===== config.mk =====
export PLATFORM = sky130hd
export DESIGN_NAME = pmft_regs
export DESIGN_NICKNAME = d
export VERILOG_FILES = /design/src/design/pmft_pkg.sv /design/src/design/pmft_pin_sync.sv /design/src/design/pmft_regs.sv
export SDC_FILE = /design/constraint.sdc
export NUM_CORES = 1
export LEC_CHECK = 0
export BUFFER_PORTS_ARGS = -buffer_cell sky130_fd_sc_hd__buf_2
export CELL_PAD_IN_SITES_DETAIL_PLACEMENT = 2
export CELL_PAD_IN_SITES_GLOBAL_PLACEMENT = 2
export CORE_ASPECT_RATIO = 1.25
export CORE_MARGIN = 2
export CORE_UTILIZATION = 34
export DETAILED_ROUTE_END_ITERATION = 7
export PLACE_DENSITY_LB_ADDON = 0.05
export SLEW_MARGIN = 10
export SYNTH_ARGS = -nofsm -noshare
export SYNTH_HDL_FRONTEND = slang
export SYNTH_SLANG_ARGS = --single-unit

===== constraint.sdc =====
create_clock -name clk -period 3.4 [get_ports clk]
set_input_delay 0.68 -clock clk [delete_from_list [all_inputs] [get_ports clk]]
set_output_delay 0.68 -clock clk [all_outputs]
set_load 0.02 [all_outputs]

===== src/design/pmft_pkg.sv =====
/*
  Constants shared by the fault-status and telemetry register set:
  command codes, field positions, reset values and link framing figures.
  Assumes a PMBus host on the far end of an open-drain two-wire link.
*/
// Overview of operation
// command 80h returns one vendor fault byte, reset value 00h.
// bit 7 latches when the power stage reports a fault.
// bit 6 latches on a pre-bias fault, output above 2.75 V at startup.
// bits 5:3, current-share warning, always read zero.
// bit 2 latches on an output reset-voltage fault.
// bit 1 latches on a minimum output voltage fault.
// bit 0 latches when no phase switching pulse is detected.
// command 88h returns input voltage as a linear word.
// linear word: 5-bit signed exponent 15:11, 11-bit signed mantissa 10:0.
// command 89h returns input current as a linear word.
// command 8Bh returns measured output voltage as a 16-bit VID word.
// command D4h returns the same output voltage in linear format.
// command 8Ch returns output current as a linear word.
// command 8Dh returns temperature as a linear word.
// status and telemetry fields are read-only; besides clear-faults, host writes change only comm status bit 4, and only during memory programming.
// comm status bit 4 latches on a write while memory programming runs.
// latched flags hold until the clear-faults command or reset.
// 16-bit words go out low byte first.

package pmft_pkg;

  // ===========================================================
  // command codes
  localparam logic [7:0] CMD_CLEAR_FAULTS = 8'h03;
  localparam logic [7:0] CMD_COMM_STATUS = 8'h7e;
  localparam logic [7:0] CMD_VENDOR_FAULT_STATUS = 8'h80;
  localparam logic [7:0] CMD_INPUT_VOLTAGE = 8'h88;
  localparam logic [7:0] CMD_INPUT_CURRENT = 8'h89;
  localparam logic [7:0] CMD_OUTPUT_VOLTAGE_VID = 8'h8b;
  localparam logic [7:0] CMD_OUTPUT_CURRENT = 8'h8c;
  localparam logic [7:0] CMD_TEMPERATURE = 8'h8d;
  localparam logic [7:0] CMD_OUTPUT_VOLTAGE_LINEAR = 8'hd4;

  // ===========================================================
  // vendor fault status byte
  localparam int POWER_STAGE_FAULT_BIT = 7;
  localparam int PREBIAS_FAULT_BIT = 6;
  localparam int CURRENT_SHARE_MSB = 5;
  localparam int CURRENT_SHARE_LSB = 3;
  localparam int OUTPUT_RESET_VOLTAGE_BIT = 2;
  localparam int MINIMUM_OUTPUT_VOLTAGE_BIT = 1;
  localparam int PHASE_PULSE_MISSING_BIT = 0;
  localparam logic [7:0] VENDOR_FAULT_STATUS_RESET = 8'h00;

  // ===========================================================
  // communication status byte
  localparam int COMM_MEMORY_FAULT_BIT = 4;
  localparam logic [7:0] COMM_STATUS_RESET = 8'h00;

  // ===========================================================
  // linear word layout
  localparam int LINEAR_EXP_MSB = 15;
  localparam int LINEAR_EXP_LSB = 11;
  localparam int LINEAR_MANT_MSB = 10;
  localparam int LINEAR_EXP_WIDTH = 5;
  localparam int LINEAR_MANT_WIDTH = 11;

  // ===========================================================
  // link framing
  localparam logic [3:0] BITS_PER_BYTE = 4'h8;
  localparam logic [7:0] IDLE_READ_BYTE = 8'hff;
  localparam logic [6:0] DEFAULT_TARGET_ADDRESS = 7'h5a;  // arbitrary value

endpackage


===== src/design/pmft_pin_sync.sv =====
/*
  Two-stage synchronisers for the serial clock and data pins, with edge,
  start and stop detection on the synchronised levels.
  Assumes the link clock is several times slower than clk.
*/
`timescale 1ns/100ps
`default_nettype none

module pmft_pin_sync (
  input wire logic clk,
  input wire logic arst_n,
  input wire logic sclPin,
  input wire logic sdaPin,
  output logic sclRise,
  output logic sclFall,
  output logic sdaLevel,
  output logic startCond,
  output logic stopCond
);

  logic sclMeta_q, sclSync_q, sclPrev_q;
  logic sdaMeta_q, sdaSync_q, sdaPrev_q;

  // ===========================================================
  // synchronisers and history
  always_ff @(posedge clk or negedge arst_n) begin
    if (!arst_n) begin
      sclMeta_q <= 1'b1;
      sclSync_q <= 1'b1;
      sclPrev_q <= 1'b1;
      sdaMeta_q <= 1'b1;
      sdaSync_q <= 1'b1;
      sdaPrev_q <= 1'b1;
    end else begin
      sclMeta_q <= sclPin;
      sclSync_q <= sclMeta_q;
      sclPrev_q <= sclSync_q;
      sdaMeta_q <= sdaPin;
      sdaSync_q <= sdaMeta_q;
      sdaPrev_q <= sdaSync_q;
    end
  end

  // ===========================================================
  // edges and framing conditions
  assign sclRise = sclSync_q & ~sclPrev_q;
  assign sclFall = ~sclSync_q & sclPrev_q;
  assign sdaLevel = sdaSync_q;
  assign startCond = sclSync_q & sclPrev_q & sdaPrev_q & ~sdaSync_q;
  assign stopCond = sclSync_q & sclPrev_q & ~sdaPrev_q & sdaSync_q;

endmodule

`default_nettype wire


===== src/design/pmft_regs.sv =====
/*
  Read-only fault status and telemetry registers behind a PMBus target.
  Fault events and telemetry come from logic on clk; the serial clock and
  data pins come from the board and are synchronised before use.
*/
`timescale 1ns/100ps
`default_nettype none

module pmft_regs
  import pmft_pkg::*;
#(
  parameter logic [6:0] TARGET_ADDRESS = DEFAULT_TARGET_ADDRESS
) (
  input wire logic clk,
  input wire logic arst_n,
  input wire logic sclIn,
  input wire logic sdaIn,
  output logic sdaOut,
  output logic sdaOeN,
  input wire logic powerStageFault,
  input wire logic prebiasFault,
  input wire logic outputResetVoltageFault,
  input wire logic minimumOutputVoltageFault,
  input wire logic phasePulseMissing,
  input wire logic memoryProgramming,
  input wire logic [4:0] inputVoltageExp,
  input wire logic [10:0] inputVoltageMant,
  input wire logic [4:0] inputCurrentExp,
  input wire logic [10:0] inputCurrentMant,
  input wire logic [15:0] outputVoltageVid,
  input wire logic [4:0] outputVoltageExp,
  input wire logic [10:0] outputVoltageMant,
  input wire logic [4:0] outputCurrentExp,
  input wire logic [10:0] outputCurrentMant,
  input wire logic [4:0] temperatureExp,
  input wire logic [10:0] temperatureMant,
  output logic [7:0] vendorFaultStatus,
  output logic memoryFaultFlag
);

  typedef enum logic [8:0] {
    ST_IDLE = 9'h001,
    ST_ADDR = 9'h002,
    ST_CMD = 9'h004,
    ST_WDATA = 9'h008,
    ST_ACK = 9'h010,
    ST_RDATA = 9'h020,
    ST_RACK = 9'h040,
    ST_WAIT = 9'h080,
    ST_SPARE = 9'h100
  } pmft_state_type;

  // ===========================================================
  // linear word packing
  function automatic logic [15:0] packLinear(input logic [4:0] exponent,
                                             input logic [10:0] mantissa);
    logic [15:0] word;
    word = 16'h0000;
    word[LINEAR_EXP_MSB:LINEAR_EXP_LSB] = exponent;
    word[LINEAR_MANT_MSB:0] = mantissa;
    return word;
  endfunction

  logic sclRise, sclFall, sdaLevel, startCond, stopCond;

  pmft_pin_sync u_sync (
    .clk(clk),
    .arst_n(arst_n),
    .sclPin(sclIn),
    .sdaPin(sdaIn),
    .sclRise(sclRise),
    .sclFall(sclFall),
    .sdaLevel(sdaLevel),
    .startCond(startCond),
    .stopCond(stopCond)
  );

  pmft_state_type state_q, next_q;
  logic [3:0] bitCnt_q;
  logic [7:0] rxShift_q;
  logic [7:0] txShift_q;
  logic [7:0] txHigh_q;
  logic highSent_q;
  logic [7:0] command_q;
  logic sendByteOnly_q;
  logic masterAck_q;
  logic sdaOeN_q;
  logic sdaOut_q;
  logic clearPulse_q;
  logic memWriteEvent_q;
  logic [7:0] faultFlags_q;
  logic memFault_q;

  // ===========================================================
  // command decode
  wire isVendorStatus;
  wire isCommStatus;
  wire isInputVoltage;
  wire isInputCurrent;
  wire isOutputVoltageVid;
  wire isOutputCurrent;
  wire isTemperature;
  wire isOutputVoltageLinear;
  wire isClearFaults;

  assign isVendorStatus = (command_q == CMD_VENDOR_FAULT_STATUS);
  assign isCommStatus = (command_q == CMD_COMM_STATUS);
  assign isInputVoltage = (command_q == CMD_INPUT_VOLTAGE);
  assign isInputCurrent = (command_q == CMD_INPUT_CURRENT);
  assign isOutputVoltageVid = (command_q == CMD_OUTPUT_VOLTAGE_VID);
  assign isOutputCurrent = (command_q == CMD_OUTPUT_CURRENT);
  assign isTemperature = (command_q == CMD_TEMPERATURE);
  assign isOutputVoltageLinear = (command_q == CMD_OUTPUT_VOLTAGE_LINEAR);
  assign isClearFaults = (command_q == CMD_CLEAR_FAULTS);

  // ===========================================================
  // register read decode
  wire [7:0] commStatusByte;
  wire [15:0] readWord;
  wire [7:0] faultEvents;
  wire byteReceived;
  wire addressMatch;
  wire readRequest;
  wire commandDone;
  wire [7:0] nextTxByte;

  assign commStatusByte = COMM_STATUS_RESET | ({7'h00, memFault_q} << COMM_MEMORY_FAULT_BIT);
  assign readWord =
    isVendorStatus ? {IDLE_READ_BYTE, faultFlags_q} :
    isCommStatus ? {IDLE_READ_BYTE, commStatusByte} :
    isInputVoltage ? packLinear(inputVoltageExp, inputVoltageMant) :
    isInputCurrent ? packLinear(inputCurrentExp, inputCurrentMant) :
    isOutputVoltageVid ? outputVoltageVid :
    isOutputCurrent ? packLinear(outputCurrentExp, outputCurrentMant) :
    isTemperature ? packLinear(temperatureExp, temperatureMant) :
    isOutputVoltageLinear ?
      packLinear(outputVoltageExp, outputVoltageMant) :
    {IDLE_READ_BYTE, IDLE_READ_BYTE};

  // ===========================================================
  // fault event vector
  assign faultEvents[POWER_STAGE_FAULT_BIT] = powerStageFault;
  assign faultEvents[PREBIAS_FAULT_BIT] = prebiasFault;
  assign faultEvents[CURRENT_SHARE_MSB:CURRENT_SHARE_LSB] = 3'h0;
  assign faultEvents[OUTPUT_RESET_VOLTAGE_BIT] = outputResetVoltageFault;
  assign faultEvents[MINIMUM_OUTPUT_VOLTAGE_BIT] = minimumOutputVoltageFault;
  assign faultEvents[PHASE_PULSE_MISSING_BIT] = phasePulseMissing;

  assign byteReceived = sclFall && (bitCnt_q == BITS_PER_BYTE);
  assign addressMatch = (rxShift_q[7:1] == TARGET_ADDRESS);
  assign readRequest = addressMatch && rxShift_q[0];
  assign commandDone = byteReceived && (state_q == ST_CMD);
  assign nextTxByte = highSent_q ? IDLE_READ_BYTE : txHigh_q;

  // ===========================================================
  // latched flags: a set in the clear cycle wins
  always_ff @(posedge clk or negedge arst_n) begin
    if (!arst_n) begin
      faultFlags_q <= VENDOR_FAULT_STATUS_RESET;
      memFault_q <= 1'b0;
    end else begin
      faultFlags_q <= (faultFlags_q & {8{~clearPulse_q}}) | faultEvents;
      memFault_q <= (memFault_q & ~clearPulse_q) | memWriteEvent_q;
    end
  end

  // ===========================================================
  // command capture, kept for the following read or stop
  always_ff @(posedge clk or negedge arst_n) begin
    if (!arst_n) begin
      command_q <= 8'h00;
    end else if (commandDone) begin
      command_q <= rxShift_q;
    end
  end

  // ===========================================================
  // link receive, transmit and acknowledge sequencing
  always_ff @(posedge clk or negedge arst_n) begin
    if (!arst_n) begin
      state_q <= ST_IDLE;
      next_q <= ST_IDLE;
      bitCnt_q <= 4'h0;
      rxShift_q <= 8'h00;
      txShift_q <= 8'hff;
      txHigh_q <= 8'hff;
      highSent_q <= 1'b0;
      sendByteOnly_q <= 1'b0;
      masterAck_q <= 1'b0;
      sdaOeN_q <= 1'b1;
      clearPulse_q <= 1'b0;
      memWriteEvent_q <= 1'b0;
    end else begin
      clearPulse_q <= 1'b0;
      memWriteEvent_q <= 1'b0;
      if (stopCond) begin
        state_q <= ST_IDLE;
        sdaOeN_q <= 1'b1;
        sendByteOnly_q <= 1'b0;
        clearPulse_q <= sendByteOnly_q && isClearFaults;
      end else if (startCond) begin
        state_q <= ST_ADDR;
        bitCnt_q <= 4'h0;
        sdaOeN_q <= 1'b1;
      end else begin
        case (state_q)
          ST_ADDR, ST_CMD, ST_WDATA: begin
            if (sclRise) begin
              rxShift_q <= {rxShift_q[6:0], sdaLevel};
              bitCnt_q <= bitCnt_q + 4'h1;
            end else if (byteReceived) begin
              bitCnt_q <= 4'h0;
              sdaOeN_q <= 1'b0;
              state_q <= ST_ACK;
              if (state_q == ST_ADDR) begin
                if (!addressMatch) begin
                  sdaOeN_q <= 1'b1;
                  state_q <= ST_WAIT;
                end else if (readRequest) begin
                  // snapshot the whole word so both bytes belong together
                  txShift_q <= readWord[7:0];
                  txHigh_q <= readWord[15:8];
                  highSent_q <= 1'b0;
                  sendByteOnly_q <= 1'b0;
                  next_q <= ST_RDATA;
                end else begin
                  next_q <= ST_CMD;
                end
              end else if (state_q == ST_CMD) begin
                sendByteOnly_q <= 1'b1;
                next_q <= ST_WDATA;
              end else begin
                // data bytes are acknowledged and dropped
                sendByteOnly_q <= 1'b0;
                memWriteEvent_q <= memoryProgramming;
                next_q <= ST_WDATA;
              end
            end
          end
          ST_ACK: begin
            if (sclFall) begin
              state_q <= next_q;
              if (next_q == ST_RDATA) begin
                sdaOeN_q <= txShift_q[7];
                txShift_q <= {txShift_q[6:0], 1'b1};
                bitCnt_q <= 4'h1;
              end else begin
                sdaOeN_q <= 1'b1;
                bitCnt_q <= 4'h0;
              end
            end
          end
          ST_RDATA: begin
            if (sclFall) begin
              if (bitCnt_q == BITS_PER_BYTE) begin
                sdaOeN_q <= 1'b1;
                state_q <= ST_RACK;
              end else begin
                sdaOeN_q <= txShift_q[7];
                txShift_q <= {txShift_q[6:0], 1'b1};
                bitCnt_q <= bitCnt_q + 4'h1;
              end
            end
          end
          ST_RACK: begin
            if (sclRise) begin
              masterAck_q <= ~sdaLevel;
            end else if (sclFall) begin
              if (masterAck_q) begin
                // low byte went first, then the high byte, then idle bytes
                sdaOeN_q <= nextTxByte[7];
                txShift_q <= {nextTxByte[6:0], 1'b1};
                highSent_q <= 1'b1;
                bitCnt_q <= 4'h1;
                state_q <= ST_RDATA;
              end else begin
                sdaOeN_q <= 1'b1;
                state_q <= ST_WAIT;
              end
            end
          end
          ST_WAIT: begin
            sdaOeN_q <= 1'b1;
          end
          default: begin
            sdaOeN_q <= 1'b1;
            state_q <= ST_IDLE;
          end
        endcase
      end
    end
  end

  // ===========================================================
  // output registers
  always_ff @(posedge clk or negedge arst_n) begin
    if (!arst_n) begin
      sdaOut_q <= 1'b0;
    end else begin
      sdaOut_q <= 1'b0;
    end
  end

  assign sdaOut = sdaOut_q;
  assign sdaOeN = sdaOeN_q;
  assign vendorFaultStatus = faultFlags_q;
  assign memoryFaultFlag = memFault_q;

endmodule

`default_nettype wire


# After elaboration in Yosys (flattened, before gate mapping)
# Index checks and enable logic that the tools add are counted.
# W data, S select, Z words.
[totals]
regBits = 75
latch_bits = 0
ram_bits = 0
mem_bits_ro = 0
inputBits = 106
elab_cells = 199
memories = 0
[op_classes]
add_sub_neg = 1
n_mul = 0
div = 0
order_cmp = 0
eq_ne = 51
shift = 0
mux = 87
bitwise = 19
n_reduce_logical = 20
[op_table]
columns = ["op", "count"]
rows = [
  ["$mux W16", 8],
  ["$mux W8", 16],
  ["$mux W9", 11],
  ["$eq A8 B8 Y1 const B", 7],
  ["$pmux W9 S5", 1],
  ["$mux W1", 37],
  ["$mux W4", 9],
  ["$ne A4 B4 Y1 const B", 8],
  ["$pmux W8 S4", 1],
  ["$ne A3 B3 Y1 const B", 9],
  ["$ne A2 B2 Y1 const B", 13],
  ["$eq A9 B6 Y1 const B", 2],
  ["$reduce_and A6 Y1", 3],
  ["$pmux W4 S4", 1],
  ["$reduce_and A8 Y1", 2],
  ["$reduce_and A15 Y1", 1],
  ["$reduce_and A11 Y1", 1],
  ["$eq A9 B2 Y1 const B", 1],
  ["$eq A9 B3 Y1 const B", 1],
  ["$eq A9 B4 Y1 const B", 1],
  ["$eq A9 B5 Y1 const B", 1],
  ["$eq A9 B7 Y1 const B", 1],
  ["$eq A9 B8 Y1 const B", 1],
  ["$reduce_and A9 Y1", 1],
  ["other kinds (20)", 41],
]

# Depth between registers and ports, before layout
# Gate-level depths: netlist (run 1).
[depth]
depth_word = 15
mapped_depth = 9
ltp_nobuf = 8

# Hierarchy
# From an unflattened synthesis (run 1), not the netlist that was laid out.
[hier_totals]
cells_unflattened = 461
area_unflattened_um2 = 4390.5
[by_module_without_submodules]
columns = ["module", "n_inst", "cells_per_inst", "area_each_um2", "seq_area_each_um2"]
rows = [
  ["pmft_regs", 1, 451, 4200.3, 1600.3],
  ["pmft_pin_sync", 1, 10, 190.2, 157.7],
]

# Worst setup path after synthesis (run 1)
# OpenSTA, ideal clock, no wires.
[synth_path]
path_kind = "reg2reg"
startpoint = "reg state_q[4]"
endpoint = "reg txShift_q[1]"
arrival_time_ns = 2.080
t_required_ns = 3.318
setup_slack_ns = 1.238
stages_incl_launch_ff = 8
n_path_buf = 1
period_less_slack_ns = 2.162
cell_sequence = "dfrtp_1 > nor4_1 > and2_1 > o21ai_0 > a221oi_1 > and3_1 > buf_4 > mux2_2"
[synth_between]
elab_chain_cells = 4
word_cells_on_any_way = 22
classes_between = "eq/ne: 18; mux: 1; reduce/logical: 3"
[synth_lines]
columns = ["item", "line", "rtl"]
rows = [
  ["start: declaration", "pmft_regs.sv:78", "pmft_state_type state_q, next_q;"],
  ["start signal: assignment", "pmft_regs.sv:242", "state_q <= next_q;"],
  ["$eq A9 B3 Y1, or another cell as far along", "pmft_regs.sv:206", "case (state_q)"],
  ["$reduce_or A3 Y1", "pmft_regs.sv:206", ""],
  ["$reduce_bool A4 Y1 (no source line) / $ne A2 B2 Y1 (equally long branches)", "--", ""],
  ["$reduce_and A15 Y1 (no source line)", "--", ""],
  ["end signal: assignment", "pmft_regs.sv:221", "txShift_q <= readWord[7:0];"],
  ["end signal: assignment", "pmft_regs.sv:245", "txShift_q <= {txShift_q[6:0], 1'b1};"],
  ["end signal: assignment", "pmft_regs.sv:260", "txShift_q <= {txShift_q[6:0], 1'b1};"],
  ["end: declaration", "pmft_regs.sv:81", "logic [7:0] txShift_q;"],
]
# Parallel ways exist; a longest one is shown, timed or not.
# A chain may end at the register's enable or synchronous reset.

# Final worst setup path (run 1)
[layout_path]
startpoint = "reg state_q[4]"
endpoint = "reg txShift_q[5]"
# The elaborated chain is that of the path after synthesis.

==> reports/results.txt, run 1 <==
Min cycle time layout: 2.98 ns
Critical path launch point type: flip-flop
Boundary Pins: 117
Placed Cells: 734
Initial antenna violation count: 0
P&R area growth vs syn: 24.5%
GR Overflow Total: 0
Post-Layout Cell Count: 750
RSZ-0062 raised after global routing: false
First DRT Iteration DRCs: 122
H-tree levels: 3
Register area share after synthesis: 40.6%
DIE WIDTH: 105 µm
# rows: 46
Crit end category: flip-flop
Leakage Power: 2.19 nW
Commonest non-fill, non-tap cell in the layout: buf_2
Fin. Hold Viols: 0
Routed vias: 4199
Crit path kind: flip-flop to flip-flop
Root buf cell: clkbuf_16
Slew @ Worst Pin: 0.899 ns
Ys Warns: 0
First-pass GRT wire length: 26600 µm
Num CTS Buffers: 9
Final Max Slew Viols: 0
Insertion delay to the later sink of the worst-skew pair: 0.34 ns
Final worst slack: 0.416 ns
Slew headroom: 40.1%
Final net count: 685
Family with the most delay on the worst path: simple AND/OR/NAND/NOR gates
Commonest non-fill, non-tap cells in the layout: 115 x buf_2, 45 x nand2_1, 44 x dfrtp_1
Post-synthesis area per instance: 9.35 µm²
Port Buf Inserts: 115
Antenna diode count: 0
Worst path max stage delay: 0.57 ns
Clock sink total: 69
Buf/Inv on CP: 0
Die Span Y: 130 µm
Post-DR vias/cell: 5.60
Fill cells: 1443
Slowest library cell on the worst path: nor2b_1
Final setup violation count: 0
Synth cell types: 73
Hold_buf cts: 0
Syn nets: 571
CTS tree: yes
Area post-placement: 5090 µm²
First-pass DRT Iterations: 4
Number of global-route vias before repair: 4699
Worst endpoint data arrival time: 3.25 ns
Pin count of the biggest net entering global routing: 70
Die ar.: 13700 µm²
Peak supply drop: 204 µV
Gr usage total: 25.5%
Post-Syn Area: 4330 µm²
Main synth FF type: dfrtp_1
Post_cts resized: 0
Postcts setup bufs: 0
Core area: 12500 µm²
Worst EP required: 3.67 ns
Worst Skew: 0.00701 ns
Status: finished, final reports clean
Post-DR wirelength/cell: 22.5 µm
Placer Congestion: 0.841
Asr flop ratio synth: 100%
Power per cell area: 367 nW/µm²
Peak Freq: 0.335 GHz
Final wirelength: 16900 µm
MaxCap Viol Count: 0
CP cell instances: nor2b_1 > o31a_1 > nand2_2 > a221oi_1 > and3_1 > mux2_2
Cells after synthesis: 463
Worst Path Max Fanout: 10
Worst hold path class: flip-flop to flip-flop
EDFF count, synth: 0
Final instance area: 5390 µm²
Clock-pin slew on the worst setup and hold paths: 0.06 ns
Starting Density: 34.5%
Routed Antenna Nets: 0
DRC errors left: 0
Layout cell share with drive strength beyond 1: 36.3%
CTS max path bufs: 2
Synthesized flop and latch total: 69
Setup TNS: 0 ns
Post-DP HPWL: 13100 µm
DP Worst Slack: 0.498 ns
Final Cycle Share: 87.8%
-- sequential cells by signal (all words and copies together), names as in the netlist --
signal / count
bitCnt_q: 4
clearPulse_q: 1
command_q: 8
highSent_q: 1
masterAck_q: 1
memWriteEvent_q: 1
memoryFaultFlag: 1
next_q: 4
rxShift_q: 8
sdaOeN: 1
sendByteOnly_q: 1
state_q: 8
txHigh_q: 8
txShift_q: 8
u_sync.sclMeta_q: 1
u_sync.sclPrev_q: 1
u_sync.sclSync_q: 1
u_sync.sdaLevel: 1
u_sync.sdaMeta_q: 1
u_sync.sdaPrev_q: 1
vendorFaultStatus: 8
-- path summary, 6_finish.rpt --
path / endpoint / from / slack [ns] / cells after the start
setup / recovery: txShift_q[5]$_DFFE_PN1P_ / state_q[4]$_DFFE_PN0P_ / 0.42 / 6
hold / removal: u_sync.sclSync_q$_DFF_PN1_ / u_sync.sclMeta_q$_DFF_PN1_ / 0.36 / 0
setup reg to reg: txShift_q[5]$_DFFE_PN1P_ / state_q[4]$_DFFE_PN0P_ / 0.42 / 6
hold reg to reg: u_sync.sclSync_q$_DFF_PN1_ / u_sync.sclMeta_q$_DFF_PN1_ / 0.36 / 0
max in group asynchronous: command_q[3]$_DFFE_PN0P_ / arst_n / 2.27 / 2
min in group asynchronous: vendorFaultStatus[0]$_DFF_PN0_ / arst_n / 0.54 / 2
-- synthesized netlist by cell type, types with 3 or more instances --
master | n | share of area [%]
mux2_1 | 3 | 0.78
a31oi_1 | 6 | 0.87
o31ai_1 | 3 | 0.52
nor3_1 | 9 | 1.0
nand3b_1 | 3 | 0.52
mux2i_1 | 12 | 2.8
nand4b_1 | 5 | 1.0
o22ai_1 | 9 | 1.3
or4_1 | 3 | 0.52
inv_1 | 10 | 0.87
nor4b_1 | 4 | 0.81
a21oi_1 | 31 | 3.6
nor2b_1 | 9 | 1.3
buf_2 | 7 | 0.81
and2_1 | 10 | 1.4
nand2_1 | 45 | 3.9
o32a_1 | 6 | 1.4
nor3b_1 | 5 | 0.87
o211ai_1 | 15 | 2.6
o21ai_0 | 38 | 4.4
dfstp_2 | 25 | 15
a32oi_1 | 4 | 0.81
clkbuf_1 | 11 | 0.95
o2bb2ai_1 | 4 | 0.81
mux2_2 | 28 | 7.3
nand2b_1 | 5 | 0.72
nor2_1 | 26 | 2.3
nand4_1 | 5 | 0.72
a21o_1 | 10 | 1.7
nand3_1 | 15 | 1.7
dfrtp_1 | 44 | 25
or2_2 | 3 | 0.43
-- stage by stage --
| stage | hold slack (ns) | util [%] | power, mW |
|---|---|---|---|
| 2_1_floorplan | 0.345 | - | 0.935 |
| 3_3_place_gp | 0.346 | 40.5 | 1.03 |
| 4_1_cts | 0.357 | 42.9 | 2.00 |
| 6_report | 0.357 | 42.9 | 1.98 |
| 5_1_grt | 0.362 | 42.9 | 2.04 |
| 3_5_place_dp | 0.348 | 40.5 | 1.04 |
-- per-layer routing --
| layer | up-vias | share of wire [%] | routed length, µm | GRT usage, % |
|---|---|---|---|---|
| met1 | 2109 | 40 | 6840 | 28.5 |
| met3 | 22 | 3.4 | 578 | 4.20 |
| met5 | - | 0 | 0 | 0 |
| met4 | 0 | 2.1 | 347 | 8.71 |
| met2 | 100 | 54 | 9120 | 49.1 |
| li1 | 1968 | - | - | - |
-- report_power, final --
group | internal (mW) | total [mW] | switching, mW | leakage (nW)
Clock | 0.570 | 0.955 | 0.385 | 0.142
Sequential | 0.859 | 0.879 | 0.0201 | 0.849
Combinational | 0.0725 | 0.141 | 0.0689 | 1.20
Total | 1.50 | 1.98 | 0.474 | 2.19
-- kinds of logic after synthesis --
logic type               synth area share (%)
adder cells (fa/ha/maj)                 0.578
AO/OA/AOI/OAI                            23.4
XOR/XNOR                                0.607
AND/OR/NAND/NOR                          20.8
flip-flops                               40.6
multiplexers                             10.8
buffers and inverters                    3.06
other                                  0.0866
-- final cells by class --
class / count / area (µm²) / share of cell area, %
inverters: 10 / 37.5 / 0.697
repair buffers: 124 / 643 / 11.9
flip-flops and latches: 69 / 1760 / 32.6
clock buffers: 9 / 225 / 4.18
multi-input cells: 363 / 2440 / 45.3
clock inverters: 7 / 76.3 / 1.42
well taps: 168 / 210 / 3.90
Note: power is estimated with default switching activity, not from simulation.
==> inputs of run 2 (changes only) <==
- ABC_AREA: unset -> 1
- CORE_UTILIZATION: 34 -> 31
==> reports/results.txt, run 2 <==
Final Max Slew Viols: 0 (unchanged)
Port Buf Inserts: 115 (unchanged)
Initial antenna violation count: 0 (unchanged)
Family with the most delay on the worst path: simple AND/OR/NAND/NOR gates (unchanged)
# rows: 49 (was 46)
Synthesized flop and latch total: 69 (unchanged)
Slowest library cell on the worst path: nand2_1 (was nor2b_1)
Post-synthesis area per instance: 6.91 µm² (was 9.35 µm²)
DRC errors left: 0 (unchanged)
Crit path kind: flip-flop to flip-flop (unchanged)
Placer Congestion: 0.879 (was 0.841)
Worst Skew: 0.00885 ns (was 0.00701 ns)
GR Overflow Total: 0 (unchanged)
Num CTS Buffers: 9 (unchanged)
Peak Freq: 0.404 GHz (was 0.335 GHz)
Post-DR wirelength/cell: 19.1 µm (was 22.5 µm)
CTS tree: yes (unchanged)
H-tree levels: 3 (unchanged)
Antenna diode count: 0 (unchanged)
MaxCap Viol Count: 0 (unchanged)
Post_cts resized: 0 (unchanged)
Count leader, synth: nand2_1 (unchanged)
First-pass DRT Iterations: 4 (unchanged)
Worst Path Max Fanout: 15 (was 10)
Die Span Y: 139 µm (was 130 µm)
Routed vias: 4836 (was 4199)
Routed wl met2: 9120 µm (about the same)
Post-Route M1 WL: 7910 µm (was 6840 µm)
Status: finished, final reports clean (unchanged)
First-pass GRT wire length: 29600 µm (was 26600 µm)
WHS: 0.327 ns (was 0.357 ns)
Number of global-route vias before repair: 5489 (was 4699)
Insertion delay to the later sink of the worst-skew pair: 0.34 ns (about the same)
Cells after synthesis: 653 (was 463)
Routed Antenna Nets: 0 (unchanged)
Final net count: 878 (was 685)
Leakage Power: 2.84 nW (was 2.19 nW)
Final Cycle Share: 72.8% (was 87.8%)
Min cycle time layout: 2.48 ns (was 2.98 ns)
Post-DR vias/cell: 5.07 (was 5.60)
Core area: 14300 µm² (was 12500 µm²)
Gr usage total: 23.9% (was 25.5%)
Worst EP required: 3.66 ns (was 3.67 ns)
Slew @ Worst Pin: 0.774 ns (was 0.899 ns)
Commonest non-fill, non-tap cells in the layout: 155 x nand2_1, 115 x buf_2, 110 x nor2_1 (was 115 x buf_2, 45 x nand2_1, 44 x dfrtp_1)
Register area share after synthesis: 39.0% (was 40.6%)
Commonest non-fill, non-tap cell in the layout: nand2_1 (was buf_2)
Post-Syn Area: 4510 µm² (was 4330 µm²)
Post-synth top area cell: dfrtp_1 (unchanged)
Setup TNS: 0 ns (unchanged)
Area contributors post-synth: dfrtp_1 24%, dfstp_2 15%, nand2_1 13% (was dfrtp_1 25%, dfstp_2 15%, mux2_2 7.3%)
Power per cell area: 370 nW/µm² (was 367 nW/µm²)
Postcts setup bufs: 0 (unchanged)
P&R area growth vs syn: 24.3% (was 24.5%)
Commonest cells post-synth: 155 x nand2_1, 110 x nor2_1, 81 x inv_1 (was 45 x nand2_1, 44 x dfrtp_1, 38 x o21ai_0)
Layout cell share with drive strength beyond 1: 26.8% (was 36.3%)
Hold_buf cts: 0 (unchanged)
Reg2Reg Capture Point: txShift_q[2]$_DFFE_PN1P_ (was txShift_q[5]$_DFFE_PN1P_)
Post-synth top area share: 24.4% (was 25.4%)
Syn nets: 761 (was 571)
Metal3 WL: 699 µm (was 578 µm)
Clock sink total: 69 (unchanged)
Peak supply drop: 257 µV (was 204 µV)
Top Metal Used: met4 (unchanged)
Final wirelength: 18200 µm (was 16900 µm)
DIE WIDTH: 112 µm (was 105 µm)
Starting Density: 31.6% (was 34.5%)
Worst path max stage delay: 0.55 ns (was 0.57 ns)
Reg2reg path depth: 12 (was 6)
Root buf cell: clkbuf_16 (unchanged)
Most used cell, CP: nand2_1
CTS max path bufs: 2 (unchanged)
Crit end category: flip-flop (unchanged)
Ys Warns: 0 (unchanged)
R2R Path Start: command_q[5]$_DFFE_PN0P_ (was state_q[4]$_DFFE_PN0P_)
Pin count of the biggest net entering global routing: 49 (was 70)
Synth cell types: 40 (was 73)
Reg2reg setup slack: 0.92 ns (was 0.42 ns)
CP cell instances: inv_1 > nand2_1 > nor2_2 > nand2_1 > nor2_1 > nor2_1 > nand4_1 > nand2_1 > nand2_1 > nand2_1 > nand2_1 > nand2_1 (was nor2b_1 > o31a_1 > nand2_2 > a221oi_1 > and3_1 > mux2_2)
First DRT Iteration DRCs: 133 (was 122)
Worst endpoint data arrival time: 2.74 ns (was 3.25 ns)
Post-DP HPWL: 14100 µm (was 13100 µm)
Boundary Pins: 117 (unchanged)
Fin. Hold Viols: 0 (unchanged)
EDFF count, synth: 0 (unchanged)
Slew headroom: 48.0% (was 40.1%)
Die ar.: 15500 µm² (was 13700 µm²)
Final setup violation count: 0 (unchanged)
Critical path launch point type: flip-flop (unchanged)
RSZ-0062 raised after global routing: false (unchanged)
Main synth FF type: dfrtp_1 (unchanged)
Worst hold path class: input port to asynchronous set/reset pin (was flip-flop to flip-flop)
Clock-pin slew on the worst setup and hold paths: 0.06 ns (about the same)
Buf/Inv on CP: 1 (was 0)
Asr flop ratio synth: 100% (unchanged)
[run 2: cell type report]
cell class / instances / area (µm²)
fill: 1732 / 8680
multi-input combinational: 477 / 2320
sequential: 69 / 1760
timing repair buffer: 123 / 636
inverter: 90 / 338
clock buffer: 10 / 239
tap: 178 / 223
clock inverter: 6 / 93.8
[run 2: kinds of logic after synthesis]
group	count (synthesis)	synth area share [%]
and+or+nand+nor	380	39.1
buffers and inverters	107	9.63
AOI/OAI and AO/OA	93	11.5
DFF	69	39.0
adders and majority gates	2	0.555
xor gates and xnor gates	1	0.194
other	1	0.0831
[run 2: per-layer routing]
layer | vias up | track usage, %
met3 | 35 | 3.23
met5 | - | 0
met2 | 125 | 42.8
li1 | 2345 | -
met4 | 0 | 7.41
met1 | 2331 | 29.6
[run 2: worst register-to-register path, cell delays in order, from the launching register on]
cell and delay (ns):
dfrtp_1 0.38, inv_1 0.10, nand2_1 0.09, nor2_2 0.51
nand2_1 0.56, nor2_1 0.25, nor2_1 0.09, nand4_1 0.11
nand2_1 0.08, nand2_1 0.07, nand2_1 0.05, nand2_1 0.06
nand2_1 0.06
[run 2: worst max-delay path by stage]
stage / start / end / slack [ns] / cells past startpoint
final: command_q[5]$_DFFE_PN0P_ / txShift_q[2]$_DFFE_PN1P_ / 0.92 / 12
after global routing: command_q[5]$_DFFE_PN0P_ / txShift_q[2]$_DFFE_PN1P_ / 0.65 / 12
after CTS: command_q[4]$_DFFE_PN0P_ / txShift_q[2]$_DFFE_PN1P_ / 0.87 / 12
after detailed placement: command_q[5]$_DFFE_PN0P_ / txShift_q[2]$_DFFE_PN1P_ / 0.90 / 12
after global placement: command_q[5]$_DFFE_PN0P_ / txShift_q[3]$_DFFE_PN1P_ / 0.92 / 12
after floorplan: bitCnt_q[0]$_DFFE_PN0P_ / txHigh_q[0]$_DFFE_PN1P_ / 1.63 / 10
[run 2: report_power, final]
part	leakage (nW)	internal (mW)	switching [mW]	total (mW)
registers	0.851	0.856	0.0148	0.871
clock network	0.159	0.668	0.394	1.06
logic	1.83	0.0636	0.0767	0.140
[run 2: metrics by stage]
step / power (mW) / cells / utilization, % / worst slack (ns) / area (µm²)
after floorplan: 0.927 / 653 / - / 1.63 / 4510
after global placement: 1.02 / 937 / 36.9 / 0.920 / 5270
after detailed placement: 1.03 / 937 / 36.9 / 0.904 / 5270
after CTS: 2.10 / 953 / 39.2 / 0.871 / 5610
after global routing: 2.14 / 953 / 39.2 / 0.647 / 5610
final: 2.07 / 953 / 39.2 / 0.925 / 5610
==> inputs of run 3 (changes only) <==
- ABC_AREA: 1 -> 0
- CORE_UTILIZATION: 31 -> 29
- clock period: 3.4 -> 2.1 ns (I/O delays scaled with it)
==> reports/results.txt, run 3 (synthesis gave the netlist of run 1 again) <==
Number of global-route vias before repair: 5387 (was 5489)
Die Span Y: 141 µm (was 139 µm)
Commonest non-fill, non-tap cells in the layout: 115 x buf_2, 108 x buf_4, 41 x dfrtp_1 (was 155 x nand2_1, 115 x buf_2, 110 x nor2_1)
Die ar.: 15900 µm² (was 15500 µm²)
Min cycle time layout: 2.29 ns (was 2.48 ns)
Power per cell area: 489 nW/µm² (was 370 nW/µm²)
Routed vias: 4756 (was 4836)
Fin. Hold Viols: 0 (unchanged)
Final Cycle Share: 109% (was 72.8%)
Slew headroom: 52.4% (was 48.0%)
Worst Skew: 0.00708 ns (was 0.00885 ns)
Clock-pin slew on the worst setup and hold paths: 0.06 ns (about the same)
Worst EP required: 2.37 ns (was 3.66 ns)
Port Buf Inserts: 115 (unchanged)
Peak Freq: 0.436 GHz (was 0.404 GHz)
Worst Path Max Fanout: 8 (was 15)
Crit path kind: flip-flop to flip-flop (unchanged)
DP Worst Slack: -0.266 ns (was 0.904 ns)
Clock sink total: 69 (unchanged)
Critical path launch point type: flip-flop (unchanged)
Peak supply drop: 445 µV (was 257 µV)
Post-DR wirelength/cell: 23.6 µm (was 19.1 µm)
P&R area growth vs syn: 55.0% (was 24.3%)
Fill cells: 1572 (was 1732)
Num CTS Buffers: 9 (unchanged)
Commonest non-fill, non-tap cell in the layout: buf_2 (was nand2_1)
# rows: 49 (unchanged)
Placed Cells: 834 (was 937)
Crit end category: flip-flop (unchanged)
CTS max path bufs: 2 (unchanged)
Worst hold path class: input port to asynchronous set/reset pin (unchanged)
Final wirelength: 20600 µm (was 18200 µm)
RSZ-0062 raised after global routing: true (was false)
Starting Density: 29.9% (was 31.6%)
First DRT Iteration DRCs: 138 (was 133)
Pin count of the biggest net entering global routing: 70 (was 49)
Boundary Pins: 117 (unchanged)
Final worst slack: -0.194 ns (was 0.925 ns)
CTS tree: yes (unchanged)
Worst endpoint data arrival time: 2.56 ns (was 2.74 ns)
Post-Layout Cell Count: 872 (was 953)
Hold_buf cts: 0 (unchanged)
DIE WIDTH: 113 µm (was 112 µm)
Post-DR vias/cell: 5.45 (was 5.07)
Placer Congestion: 0.846 (was 0.879)
Routed Antenna Nets: 0 (unchanged)
MaxCap Viol Count: 0 (unchanged)
Final Max Slew Viols: 0 (unchanged)
Core area: 14500 µm² (was 14300 µm²)
First-pass GRT wire length: 29700 µm (was 29600 µm)
Post-DP HPWL: 14900 µm (was 14100 µm)
Antenna diode count: 0 (unchanged)
Layout cell share with drive strength beyond 1: 55.0% (was 26.8%)
Final setup violation count: 13 (was 0)
Leakage Power: 2.90 nW (was 2.84 nW)
Gr usage total: 24.2% (was 23.9%)
GR Overflow Total: 0 (unchanged)
Status: complete, but fails checks (was finished, final reports clean)
Failing checks: negative setup slack
Final net count: 797 (was 878)
Initial antenna violation count: 0 (unchanged)
H-tree levels: 3 (unchanged)
Insertion delay to the later sink of the worst-skew pair: 0.34 ns (about the same)
Root buf cell: clkbuf_16 (unchanged)
DRC errors left: 0 (unchanged)
Slew @ Worst Pin: 0.708 ns (was 0.774 ns)
First-pass DRT Iterations: 4 (unchanged)
-- run 3: cell count changes in the layout (fill, tap and decap cells not counted), moves of 10 or more --
| cell | delta |
|---|---|
| buf_4 | +100 |
| nand2_1 | -116 |
| a21o_1 | +10 |
| inv_1 | -71 |
| o211ai_1 | +14 |
| o21ai_0 | -11 |
| nand2_2 | -11 |
| mux2i_1 | +12 |
| nand4_1 | -22 |
| nor2_1 | -86 |
| buf_6 | +11 |
| mux2_2 | +24 |
-- run 3: layout make-up --
cell class,count,area [µm²],area share (%)
Multi-Input combinational cell,363,2850,42.4
Sequential cell,69,1760,26.3
Timing Repair Buffer,236,1550,23.1
Clock buffer,10,229,3.41
Tap cell,178,223,3.32
Clock inverter,6,62.6,0.932
Inverter,10,37.5,0.559
-- run 3: path summary, 6_finish.rpt --
| check | startpoint | to | slack, ns | depth (start not counted) |
|---|---|---|---|---|
| worst min register to register | u_sync.sclMeta_q$_DFF_PN1_ | u_sync.sclSync_q$_DFF_PN1_ | 0.35 | 0 |
| worst min-delay path | arst_n | command_q[1]$_DFFE_PN0P_ | 0.09 | 2 |
| max in group asynchronous | arst_n | txHigh_q[3]$_DFFE_PN1P_ | 1.63 | 2 |
| worst max register to register | state_q[2]$_DFFE_PN0P_ | txShift_q[3]$_DFFE_PN1P_ | -0.19 | 8 |
| worst max-delay path | state_q[2]$_DFFE_PN0P_ | txShift_q[3]$_DFFE_PN1P_ | -0.19 | 8 |
| min in group clk | sdaIn | u_sync.sdaMeta_q$_DFF_PN1_ | 0.17 | 1 |
-- run 3: through the flow --
step           power [mW]  utilization [%]  cell area (µm²)  setup TNS (ns)  hold WS [ns]
4_1_cts              3.28             43.4             6280          -0.826         0.121
6_report             3.28             46.4             6710           -1.86        0.0881
5_1_grt              3.39             46.4             6710           -3.78         0.123
2_1_floorplan        1.52                -             4340         -0.0613         0.124
3_5_place_dp         1.72             40.2             5810           -4.06         0.352
3_3_place_gp         1.71             40.2             5810          -0.843         0.346
-- run 3: routing by layer --
metal | GRT usage, % | vias to the layer above | wire, µm
li1 | - | 2196 | -
met1 | 25.5 | 2412 | 7680
met2 | 48.6 | 109 | 11500
met3 | 3.01 | 39 | 581
met4 | 8.28 | 0 | 756
met5 | 0 | - | 0
-- run 3: critical path, cell delays in order, from the launching register on --
cell and delay (ns):
dfrtp_2 0.43, buf_4 0.15, xnor2_2 0.15, nor2_1 0.31, o21ai_4 0.13, a221oi_4 0.33, and3_4 0.25, buf_12 0.13
mux2_2 0.33
-- run 3: power by group --
part	switching [mW]	total [mW]	internal [mW]
logic	0.147	0.318	0.171
registers	0.0323	1.42	1.39
clock network	0.618	1.54	0.919
total	0.797	3.28	2.48
-- run 3: repair_timing --
action | CTS | global route
endpoints found under the setup margin | 38 | 41
resized for setup | 35 | 68
pin swaps | 12 | 26
setup buffers | 6 | 16
